## src/hw/port_power_params.svh

```systemverilog
// constants for the downstream port power control block
`ifndef PORT_POWER_PARAMS_SVH
`define PORT_POWER_PARAMS_SVH
`define CLK_MHZ 250
`define OC_FILTER_US 100
`define OC_FILTER_CYC ((`OC_FILTER_US * `CLK_MHZ))
`define VCONN_FILTER_US 10
`define VCONN_FILTER_CYC ((`VCONN_FILTER_US * `CLK_MHZ))
`define ADDR_CTRL 8'h00
`define ADDR_SPLIT 8'h04
`define ADDR_CHARGE 8'h08
`define ADDR_STATUS 8'h0C
`define ADDR_TYPEC_CFG 8'h10
`define ADDR_TYPEC_STAT 8'h14
`define CTRL_RESET 32'h0000_0000
`define TYPEC_CFG_RESET 32'h0000_0000
`define ADV_3A 2'h0
`define ADV_1A5 2'h1
`define ADV_DEFAULT 2'h2
`define RESP_OKAY 2'h0
`define RESP_SLVERR 2'h2
`endif

```

## src/hw/port_power_pkg.sv

```systemverilog
// types for the downstream port power control block
package port_power_pkg;
    typedef enum logic [1:0] {ROLE_DFP, ROLE_UFP} role_e;
    typedef enum logic [1:0] {
        TC_IDLE, TC_ATTACHED, TC_VCONN_FAULT
    } typec_state_e;
endpackage

```

## src/hw/port_power_ctrl.sv

```systemverilog
// downstream port power, over-current, split and type-c policy logic
`timescale 1ns/1ps
`default_nettype none
`include "port_power_params.svh"
// Contract
// - power off drives the port pin actively low.
// - pull-up is off while the pin is driven low.
// - power on releases the driver and enables the pull-up.
// - switch pulls pin low on fault; low while powered means over-current.
// - over-current input is filtered against short lows.
// - combined mode uses exactly one shared pin per port.
// - power is commanded by hub logic or by the processor.
// - every port starts in non-split mode after reset.
// - split off: one pin powers and senses both halves.
// - split on: primary pin for high-speed, second pin for superspeed.
// - split mode is set per port by one-time config or config bus.
// - a port pin can indicate an external charging supply.
// - DFP advertises 3A by default, configurable to 1.5A or default.
// - attach detection selects one of eight comparator thresholds.
// - UFP tracks partner's advertised current throughout the connection.
// - UFP applies Rd on both CC lines; VBUS starts the connection.
// - DFP with Ra present enables the VCONN FET by default.
// - VCONN on one CC pin only, chosen after attach by orientation.
// - VCONN pin below threshold flags fault and drops the FET enable.
// - UFP uses VBUS safe-5V/safe-0V to judge attach and detach.
module port_power_ctrl
    import port_power_pkg::*;
#(
    parameter int NPORT = 4,
    parameter int OC_FILTER_CYC = `OC_FILTER_CYC,
    parameter int VCONN_FILTER_CYC = `VCONN_FILTER_CYC
) (
    input wire logic CLK,
    input wire logic NRST,
    input wire logic [NPORT-1:0] HUB_POWER_ON,
    input wire logic [NPORT-1:0] OTP_SPLIT,
    input wire logic OTP_SPLIT_LOAD,
    input wire logic [NPORT-1:0] PORT_PIN_IN,
    output logic [NPORT-1:0] PORT_PIN_OUT,
    output logic [NPORT-1:0] PORT_PIN_OE,
    output logic [NPORT-1:0] PORT_PULLUP_EN,
    input wire logic [NPORT-1:0] SS_PIN_IN,
    output logic [NPORT-1:0] SS_PIN_OUT,
    output logic [NPORT-1:0] SS_PIN_OE,
    output logic [NPORT-1:0] SS_PULLUP_EN,
    output logic [NPORT-1:0] OVERCURRENT,
    input wire logic CC1_RD_SEEN,
    input wire logic CC2_RD_SEEN,
    input wire logic CC1_RA_SEEN,
    input wire logic CC2_RA_SEEN,
    input wire logic CC1_VCONN_LOW,
    input wire logic CC2_VCONN_LOW,
    input wire logic [1:0] PARTNER_ADV,
    input wire logic VBUS_SAFE5V,
    input wire logic VBUS_SAFE0V,
    output logic [1:0] CC_ADV_SEL,
    output logic [2:0] CC_THRESH_SEL,
    output logic CC_RD_EN,
    output logic VCONN_EN_A,
    output logic VCONN_EN_B,
    input wire logic [7:0] AWADDR,
    input wire logic AWVALID,
    output logic AWREADY,
    input wire logic [31:0] WDATA,
    input wire logic [3:0] WSTRB,
    input wire logic WVALID,
    output logic WREADY,
    output logic [1:0] BRESP,
    output logic BVALID,
    input wire logic BREADY,
    input wire logic [7:0] ARADDR,
    input wire logic ARVALID,
    output logic ARREADY,
    output logic [31:0] RDATA,
    output logic [1:0] RRESP,
    output logic RVALID,
    input wire logic RREADY
);
    // synchronisers for every pin-side input
    logic [NPORT-1:0] pin_s1, pin_s2, ss_s1, ss_s2;
    logic [8:0] cc_s1, cc_s2;
    logic [1:0] adv_s1, adv_s2;
    logic [NPORT-1:0] cpu_power, cpu_sel, split, charge;
    logic [NPORT-1:0] oc_hs, oc_ss, power_hs, power_ss;
    logic [1:0] adv_cfg;
    logic [2:0] thresh_cfg;
    logic ufp_mode, vconn_allow;
    typec_state_e tc_state;
    logic vconn_on_b;
    logic [1:0] partner_adv_q;
    logic [7:0] aw_addr;
    logic aw_have, w_have;
    logic [31:0] w_data;
    logic [3:0] w_strb;

    // cc/vbus comparator outputs come from the analog domain
    always_ff @(posedge CLK) begin
        if (!NRST) begin
            pin_s1 <= '0;
            pin_s2 <= '0;
            ss_s1 <= '0;
            ss_s2 <= '0;
            cc_s1 <= '0;
            cc_s2 <= '0;
            adv_s1 <= '0;
            adv_s2 <= '0;
        end else begin
            pin_s1 <= PORT_PIN_IN;
            pin_s2 <= pin_s1;
            ss_s1 <= SS_PIN_IN;
            ss_s2 <= ss_s1;
            cc_s1 <= {VBUS_SAFE0V, VBUS_SAFE5V, CC2_VCONN_LOW, CC1_VCONN_LOW,
                      CC2_RA_SEEN, CC1_RA_SEEN, CC2_RD_SEEN, CC1_RD_SEEN,
                      1'b0};
            cc_s2 <= cc_s1;
            adv_s1 <= PARTNER_ADV;
            adv_s2 <= adv_s1;
        end
    end

    // per-port power request: hub logic or processor, per select bit
    logic [NPORT-1:0] want_power;
    assign want_power = (cpu_sel & cpu_power) |
                        (~cpu_sel & HUB_POWER_ON);

    // split off: ss half follows the primary half
    assign power_hs = want_power & ~oc_hs;
    // chosen bit by bit; a vector condition would switch all ports at once
    assign power_ss = (split & want_power & ~oc_ss) |
                      (~split & power_hs);

    // pin drive: off is a hard low, on is open drain with pull-up
    always_comb begin
        PORT_PIN_OUT = '0;
        PORT_PIN_OE = ~power_hs;
        // pull-up only while released, so a held-low pin wastes no current
        PORT_PULLUP_EN = power_hs;
        SS_PIN_OUT = '0;
        // unused ss pin is held low when not split
        SS_PIN_OE = ~(split & power_ss);
        SS_PULLUP_EN = split & power_ss;
    end

    // over-current filters: a low must persist for the whole window
    genvar g;
    generate
        for (g = 0; g < NPORT; g++) begin : g_oc
            logic [$clog2(OC_FILTER_CYC+1)-1:0] cnt_hs, cnt_ss;
            logic low_hs, low_ss;
            // low is only meaningful while powered, driver off
            assign low_hs = power_hs[g] & ~pin_s2[g] & ~charge[g];
            assign low_ss = split[g] & power_ss[g] & ~ss_s2[g];
            always_ff @(posedge CLK) begin
                if (!NRST) begin
                    cnt_hs <= '0;
                    oc_hs[g] <= 1'b0;
                end else begin
                    // restart on any high so ramp-up glitches vanish
                    if (!low_hs)
                        cnt_hs <= '0;
                    else if (cnt_hs != OC_FILTER_CYC[$bits(cnt_hs)-1:0])
                        cnt_hs <= cnt_hs + 1'b1;
                    // set wins over the re-enable clear
                    if (low_hs &&
                        cnt_hs == OC_FILTER_CYC[$bits(cnt_hs)-1:0] - 1'b1)
                        oc_hs[g] <= 1'b1;
                    else if (!want_power[g])
                        oc_hs[g] <= 1'b0;
                end
            end
            always_ff @(posedge CLK) begin
                if (!NRST) begin
                    cnt_ss <= '0;
                    oc_ss[g] <= 1'b0;
                end else begin
                    if (!low_ss)
                        cnt_ss <= '0;
                    else if (cnt_ss != OC_FILTER_CYC[$bits(cnt_ss)-1:0])
                        cnt_ss <= cnt_ss + 1'b1;
                    if (low_ss &&
                        cnt_ss == OC_FILTER_CYC[$bits(cnt_ss)-1:0] - 1'b1)
                        oc_ss[g] <= 1'b1;
                    else if (!want_power[g] || !split[g])
                        oc_ss[g] <= 1'b0;
                end
            end
        end
    endgenerate
    // a trip on either half shows on the port's one status flag
    assign OVERCURRENT = oc_hs | oc_ss;

    // type-c outputs straight from configuration
    assign CC_ADV_SEL = adv_cfg;
    assign CC_THRESH_SEL = thresh_cfg;
    assign CC_RD_EN = ufp_mode;

    // attach/vconn state: dfp by rd, ufp by vbus range
    logic attach_seen, detach_seen, vconn_low;
    always_comb begin
        if (ufp_mode) begin
            attach_seen = cc_s2[7];
            detach_seen = cc_s2[8];
        end else begin
            attach_seen = cc_s2[1] | cc_s2[2];
            detach_seen = ~(cc_s2[1] | cc_s2[2]);
        end
        // only the pin that carries the supply is watched
        vconn_low = vconn_on_b ? cc_s2[6] : cc_s2[5];
    end

    logic [$clog2(VCONN_FILTER_CYC+1)-1:0] vlow_cnt;
    logic vconn_active;
    assign vconn_active = (tc_state == TC_ATTACHED) && !ufp_mode &&
                          vconn_allow && (cc_s2[3] | cc_s2[4]);
    always_ff @(posedge CLK) begin
        if (!NRST) begin
            tc_state <= TC_IDLE;
            vconn_on_b <= 1'b0;
            vlow_cnt <= '0;
        end else begin
            case (tc_state)
                TC_IDLE: begin
                    if (attach_seen) begin
                        tc_state <= TC_ATTACHED;
                        // rd on cc1 means plug on cc1, supply goes to cc2
                        vconn_on_b <= cc_s2[1];
                    end
                end
                TC_ATTACHED: begin
                    if (detach_seen)
                        tc_state <= TC_IDLE;
                    else if (vconn_active && vlow_cnt ==
                             VCONN_FILTER_CYC[$bits(vlow_cnt)-1:0])
                        tc_state <= TC_VCONN_FAULT;
                end
                TC_VCONN_FAULT: begin
                    if (detach_seen)
                        tc_state <= TC_IDLE;
                end
                default: tc_state <= TC_IDLE;
            endcase
            // short dips while the fet turns on are ignored
            if (vconn_active && vconn_low)
                vlow_cnt <= vlow_cnt + 1'b1;
            else
                vlow_cnt <= '0;
        end
    end
    // one pin only, by construction
    assign VCONN_EN_A = vconn_active & ~vconn_on_b;
    assign VCONN_EN_B = vconn_active & vconn_on_b;

    // partner advertisement tracked for the whole connection
    always_ff @(posedge CLK) begin
        if (!NRST)
            partner_adv_q <= `ADV_DEFAULT;
        else if (ufp_mode && tc_state == TC_ATTACHED)
            partner_adv_q <= adv_s2;
    end

    // axi-lite write side: address and data in either order
    logic wr_fire;
    assign AWREADY = !aw_have && !BVALID;
    assign WREADY = !w_have && !BVALID;
    assign wr_fire = aw_have && w_have && !BVALID;
    always_ff @(posedge CLK) begin
        if (!NRST) begin
            aw_have <= 1'b0;
            w_have <= 1'b0;
            aw_addr <= '0;
            w_data <= '0;
            w_strb <= '0;
            BVALID <= 1'b0;
            BRESP <= `RESP_OKAY;
        end else begin
            if (AWVALID && AWREADY) begin
                aw_have <= 1'b1;
                aw_addr <= AWADDR;
            end
            if (WVALID && WREADY) begin
                w_have <= 1'b1;
                w_data <= WDATA;
                w_strb <= WSTRB;
            end
            if (wr_fire) begin
                aw_have <= 1'b0;
                w_have <= 1'b0;
                BVALID <= 1'b1;
                BRESP <= (aw_addr == `ADDR_STATUS ||
                          aw_addr == `ADDR_TYPEC_STAT ||
                          aw_addr > `ADDR_TYPEC_STAT) ?
                         `RESP_SLVERR : `RESP_OKAY;
            end else if (BVALID && BREADY) begin
                BVALID <= 1'b0;
            end
        end
    end

    // control registers; low byte lane only carries live fields
    always_ff @(posedge CLK) begin
        if (!NRST) begin
            cpu_power <= '0;
            cpu_sel <= '0;
            split <= '0;
            charge <= '0;
            adv_cfg <= `ADV_3A;
            thresh_cfg <= '0;
            ufp_mode <= 1'b0;
            vconn_allow <= 1'b1;
        end else begin
            // a bus write in the same cycle overrides the otp load
            if (OTP_SPLIT_LOAD)
                split <= OTP_SPLIT;
            if (wr_fire && w_strb[0]) begin
                case (aw_addr)
                    `ADDR_CTRL: begin
                        cpu_power <= w_data[NPORT-1:0];
                        cpu_sel <= w_data[NPORT+3:4];
                    end
                    `ADDR_SPLIT: split <= w_data[NPORT-1:0];
                    `ADDR_CHARGE: charge <= w_data[NPORT-1:0];
                    `ADDR_TYPEC_CFG: begin
                        adv_cfg <= w_data[1:0];
                        thresh_cfg <= w_data[4:2];
                        ufp_mode <= w_data[5];
                        vconn_allow <= ~w_data[6];
                    end
                    default: ;
                endcase
            end
        end
    end

    // read mux; charge indication keeps the pin pulled up without fault
    function automatic logic [31:0] read_word(input logic [7:0] a);
        logic [31:0] r;
        r = '0;
        case (a)
            `ADDR_CTRL: r = {24'h0, cpu_sel, cpu_power};
            `ADDR_SPLIT: r = {28'h0, split};
            `ADDR_CHARGE: r = {28'h0, charge};
            `ADDR_STATUS: r = {20'h0, oc_ss, oc_hs, power_ss & power_hs};
            `ADDR_TYPEC_CFG: r = {25'h0, ~vconn_allow, ufp_mode,
                                  thresh_cfg, adv_cfg};
            `ADDR_TYPEC_STAT: r = {24'h0, partner_adv_q, VCONN_EN_B,
                                   VCONN_EN_A, tc_state == TC_VCONN_FAULT,
                                   vconn_on_b, tc_state};
            default: r = '0;
        endcase
        return r;
    endfunction

    // axi-lite read side: one cycle to the answer
    assign ARREADY = !RVALID;
    always_ff @(posedge CLK) begin
        if (!NRST) begin
            RVALID <= 1'b0;
            RDATA <= '0;
            RRESP <= `RESP_OKAY;
        end else if (ARVALID && ARREADY) begin
            RVALID <= 1'b1;
            RDATA <= read_word(ARADDR);
            // unmapped or unaligned reads answer with an error and zero data
            RRESP <= (ARADDR > `ADDR_TYPEC_STAT || ARADDR[1:0] != 2'h0) ?
                     `RESP_SLVERR : `RESP_OKAY;
        end else if (RVALID && RREADY) begin
            RVALID <= 1'b0;
        end
    end
endmodule
`default_nettype wire

```

## config.mk

```make
export PLATFORM = sky130hd
export DESIGN_NAME = port_power_ctrl
export DESIGN_NICKNAME = d
export VERILOG_FILES = /design/src/hw/port_power_pkg.sv /design/src/hw/port_power_ctrl.sv
export VERILOG_INCLUDE_DIRS = /design/src /design/src/hw
export SDC_FILE = /design/constraint.sdc
export NUM_CORES = 1
export LEC_CHECK = 0
export BUFFER_PORTS_ARGS = -buffer_cell sky130_fd_sc_hd__buf_2
export CELL_PAD_IN_SITES_DETAIL_PLACEMENT = 0
export CELL_PAD_IN_SITES_GLOBAL_PLACEMENT = 1
export CORE_MARGIN = 2
export CORE_UTILIZATION = 40
export DETAILED_ROUTE_END_ITERATION = 8
export PLACE_DENSITY = 0.8
export SETUP_SLACK_MARGIN = 0.02
export SLEW_MARGIN = 30
export SYNTH_ARGS = -nofsm -noshare
export SYNTH_HDL_FRONTEND = slang
export SYNTH_SLANG_ARGS = --single-unit
export TNS_END_PERCENT = 100
```

## constraint.sdc

```tcl
create_clock -name CLK -period 2.3 [get_ports CLK]
set_input_delay 0.46 -clock CLK [delete_from_list [all_inputs] [get_ports CLK]]
set_output_delay 0.46 -clock CLK [all_outputs]
set_load 0.01 [all_outputs]
```

==> results.toml <==
[routing]
dr.pass1.iters = 5
route.vias.total = 8560
via_per_inst = 5.04
avgRoutedWirePerCell_um = 14.7
drt_iter0_drc = 510
ant_nets = 0
wl_um = 25000
post-route-drc-count = 0

[die]
coreArea_um2 = 26900
ios = 163
num_rows = 60
die_x_um = 169
dieArea_um2 = 28600
initial_core_util = 0.405
die_h_um = 169

[placed_design]
place_area_um2 = 11700
place.gp.congestion = 0.846
dp_cells = 1650
io_buffers = 105
dp_hpwl_um = 18000

[yosys]
synth_edf_count = 0
yosys-top-cells-area = "dfxtp_1, nor2_1, xnor2_1"
synth-async-reset-ratio = 0
synth.top_cell.area_share = 0.439
syn_area_um2 = 10900
syn_inst = 1226
syn_avg_cell_area_um2 = 8.88
yosysWarnings = 0
synth-main-ff-cell = "dfxtp_1"
ys_seq_area_frac = 0.439
yosys.area.top_type = "dfxtp_1"
synthDistinctLibCells = 71
ys_ff_latch = 239

[power]
power_density_nw_per_um2 = 718
p_leak_nw = 4.61
total_power_mw = 9.08
vdd_drop_max_mv = 0.491

[finish]
final_common_cell = "dfxtp_1"
layout.nets = 1441
drive_gt1_frac = 0.159
postLayoutCellArea_um2 = 12700
layout_common_cells = "dfxtp_1, nor2_1, buf_2"
layoutNonFillerInstCount = 1699
area_growth_pct = 16.2

[timing]
rsz0062_at_grt = "no"
fin_setup_tns_ps = 0
period_minus_slack_ps = 2210
hold_violations = 0
fin_crit_sh = 0.962
final-setup-viol-count = 0
fin_skew_ps = 18.6
tightest_slew_ps = 711
timing.fmax_ghz = 0.452
drv_slew = 0
slew-limit-headroom = 0.514

[status]
status = "completed"

[critical_path]
path_cells = "mux2i_2, nor3_1, buf_4, inv_1, buf_2"
crit_required_ps = 1840
crit_arrival_ps = 1750
worstPathMaxFanout = 5
cp_slowest_cell = "dfxtp_1"
crit_type = "reg -> out"
cp_top_family = "flip-flops"
critical_path_buf_inv_count = 3
cp_slowest_stage_delay_ps = 420
startpoint_type = "register"
end_kind = "primary output"

[global_route]
antenna_found_initial = 1
grt-ovfl-total = 0
grt_pass1_wl_um = 40800
grt_max_degree = 39
grt_pass1_vias = 8018
grt_usage = 0.173

[clock_tree]
htree_levels = 1
cts.path.max_buffers = 3
post-cts-setup-buffers = 0
cts_sinks = 239
cts_buffers = 26
cts_tree = "done"
clk_pin_slew_ps = 60
clock_latency_ps = 530
cts_root_buf = "clkbuf_16"

[job]
drv_cap = 0

[min_path]
hold_path.class = "in -> reg"
-- final cells by class --
class / instances / area [um2]
Tap cell: 341 / 427
Fill cell: 2608 / 14200
Clock buffer: 30 / 707
Timing Repair Buffer: 122 / 653
Clock inverter: 18 / 201
Inverter: 56 / 210
Antenna cell: 1 / 2.50
Sequential cell: 239 / 4790
Multi-Input combinational cell: 892 / 5670
-- sequential cells by signal (all words and copies together) (netlist names), 8 cells and up --
name,count
vlow_cnt,12
cc_s1,8
g_oc.cnt_hs,60
RDATA,12
aw_addr,8
cc_s2,8
w_data,8
g_oc.cnt_ss,60
-- worst register-to-register path, cell delays in order (launching register included) --
cell	delay, ps
dfxtp_1	320
nor3b_1	510
nand4_1	510
mux2i_1	300
nor2_1	50
-- report_power, final --
group          internal, mW  leakage [nW]  total, mW  switching (mW)
clock network          2.65         0.448       4.37            1.72
logic                 0.178          2.22      0.435           0.257
registers              4.21          1.94       4.27          0.0599
total                  7.04          4.61       9.08            2.04
-- synth_stat cells (11+ instances only) --
master / n
a21oi_1: 46
and2_1: 44
buf_4: 30
clkbuf_1: 25
dfxtp_1: 239
ha_1: 18
inv_1: 55
mux2i_1: 58
nand2_1: 55
nand2b_1: 13
nand3_1: 61
nand3b_1: 13
nand4_1: 29
nor2_1: 189
nor3_1: 40
nor3b_1: 13
nor4_1: 24
o21ai_0: 28
or3_1: 21
or3b_2: 11
xnor2_1: 70
xor2_1: 24
-- layer usage --
metal / up-vias / routed length [um] / track usage
met5: - / 0 / 0
met4: 0 / 704 / 0.0509
met3: 48 / 1020 / 0.0262
met2: 161 / 11300 / 0.286
met1: 3951 / 12000 / 0.235
li1: 4400 / - / -
-- final timing paths --
| kind | start | to | slack (ps) | cells past startpoint |
|---|---|---|---|---|
| max | cpu_sel[3] | SS_PIN_OE[3] | 90 | 5 |
| min | CC2_VCONN_LOW | cc_s1[6] | 130 | 2 |
| max reg2reg | aw_addr[0] | charge[0] | 490 | 4 |
| min reg2reg | pin_s1[3] | pin_s2[3] | 430 | 1 |
-- what timing repair did --
action,in CTS,in global routing
setup endpoints to repair,3,7
resized for setup,4,5
hold buffers,0,0
-- through the flow --
stage               hold WS (ps)  setup slack, ps  utilization
floorplan                    412              640            -
global placement             416              266        0.435
detailed placement           419              268        0.435
CTS                          115             53.6        0.470
global route                 118             22.4        0.471
finish                       132             87.4        0.471
-- cell families (layout without fill, tap and decap cells) --
kind of cell	count (synthesis)	count (layout)	share of synthesized area
compound gates	116	116	0.0658
xor+xnor	94	94	0.0756
fa+ha+maj	18	18	0.0207
buf+inv	124	226	0.0543
flops	239	239	0.439
mux	62	62	0.0578
other cells	1	31	0.000344
simple gates	572	572	0.286
Power figures use the tool's default switching activity.
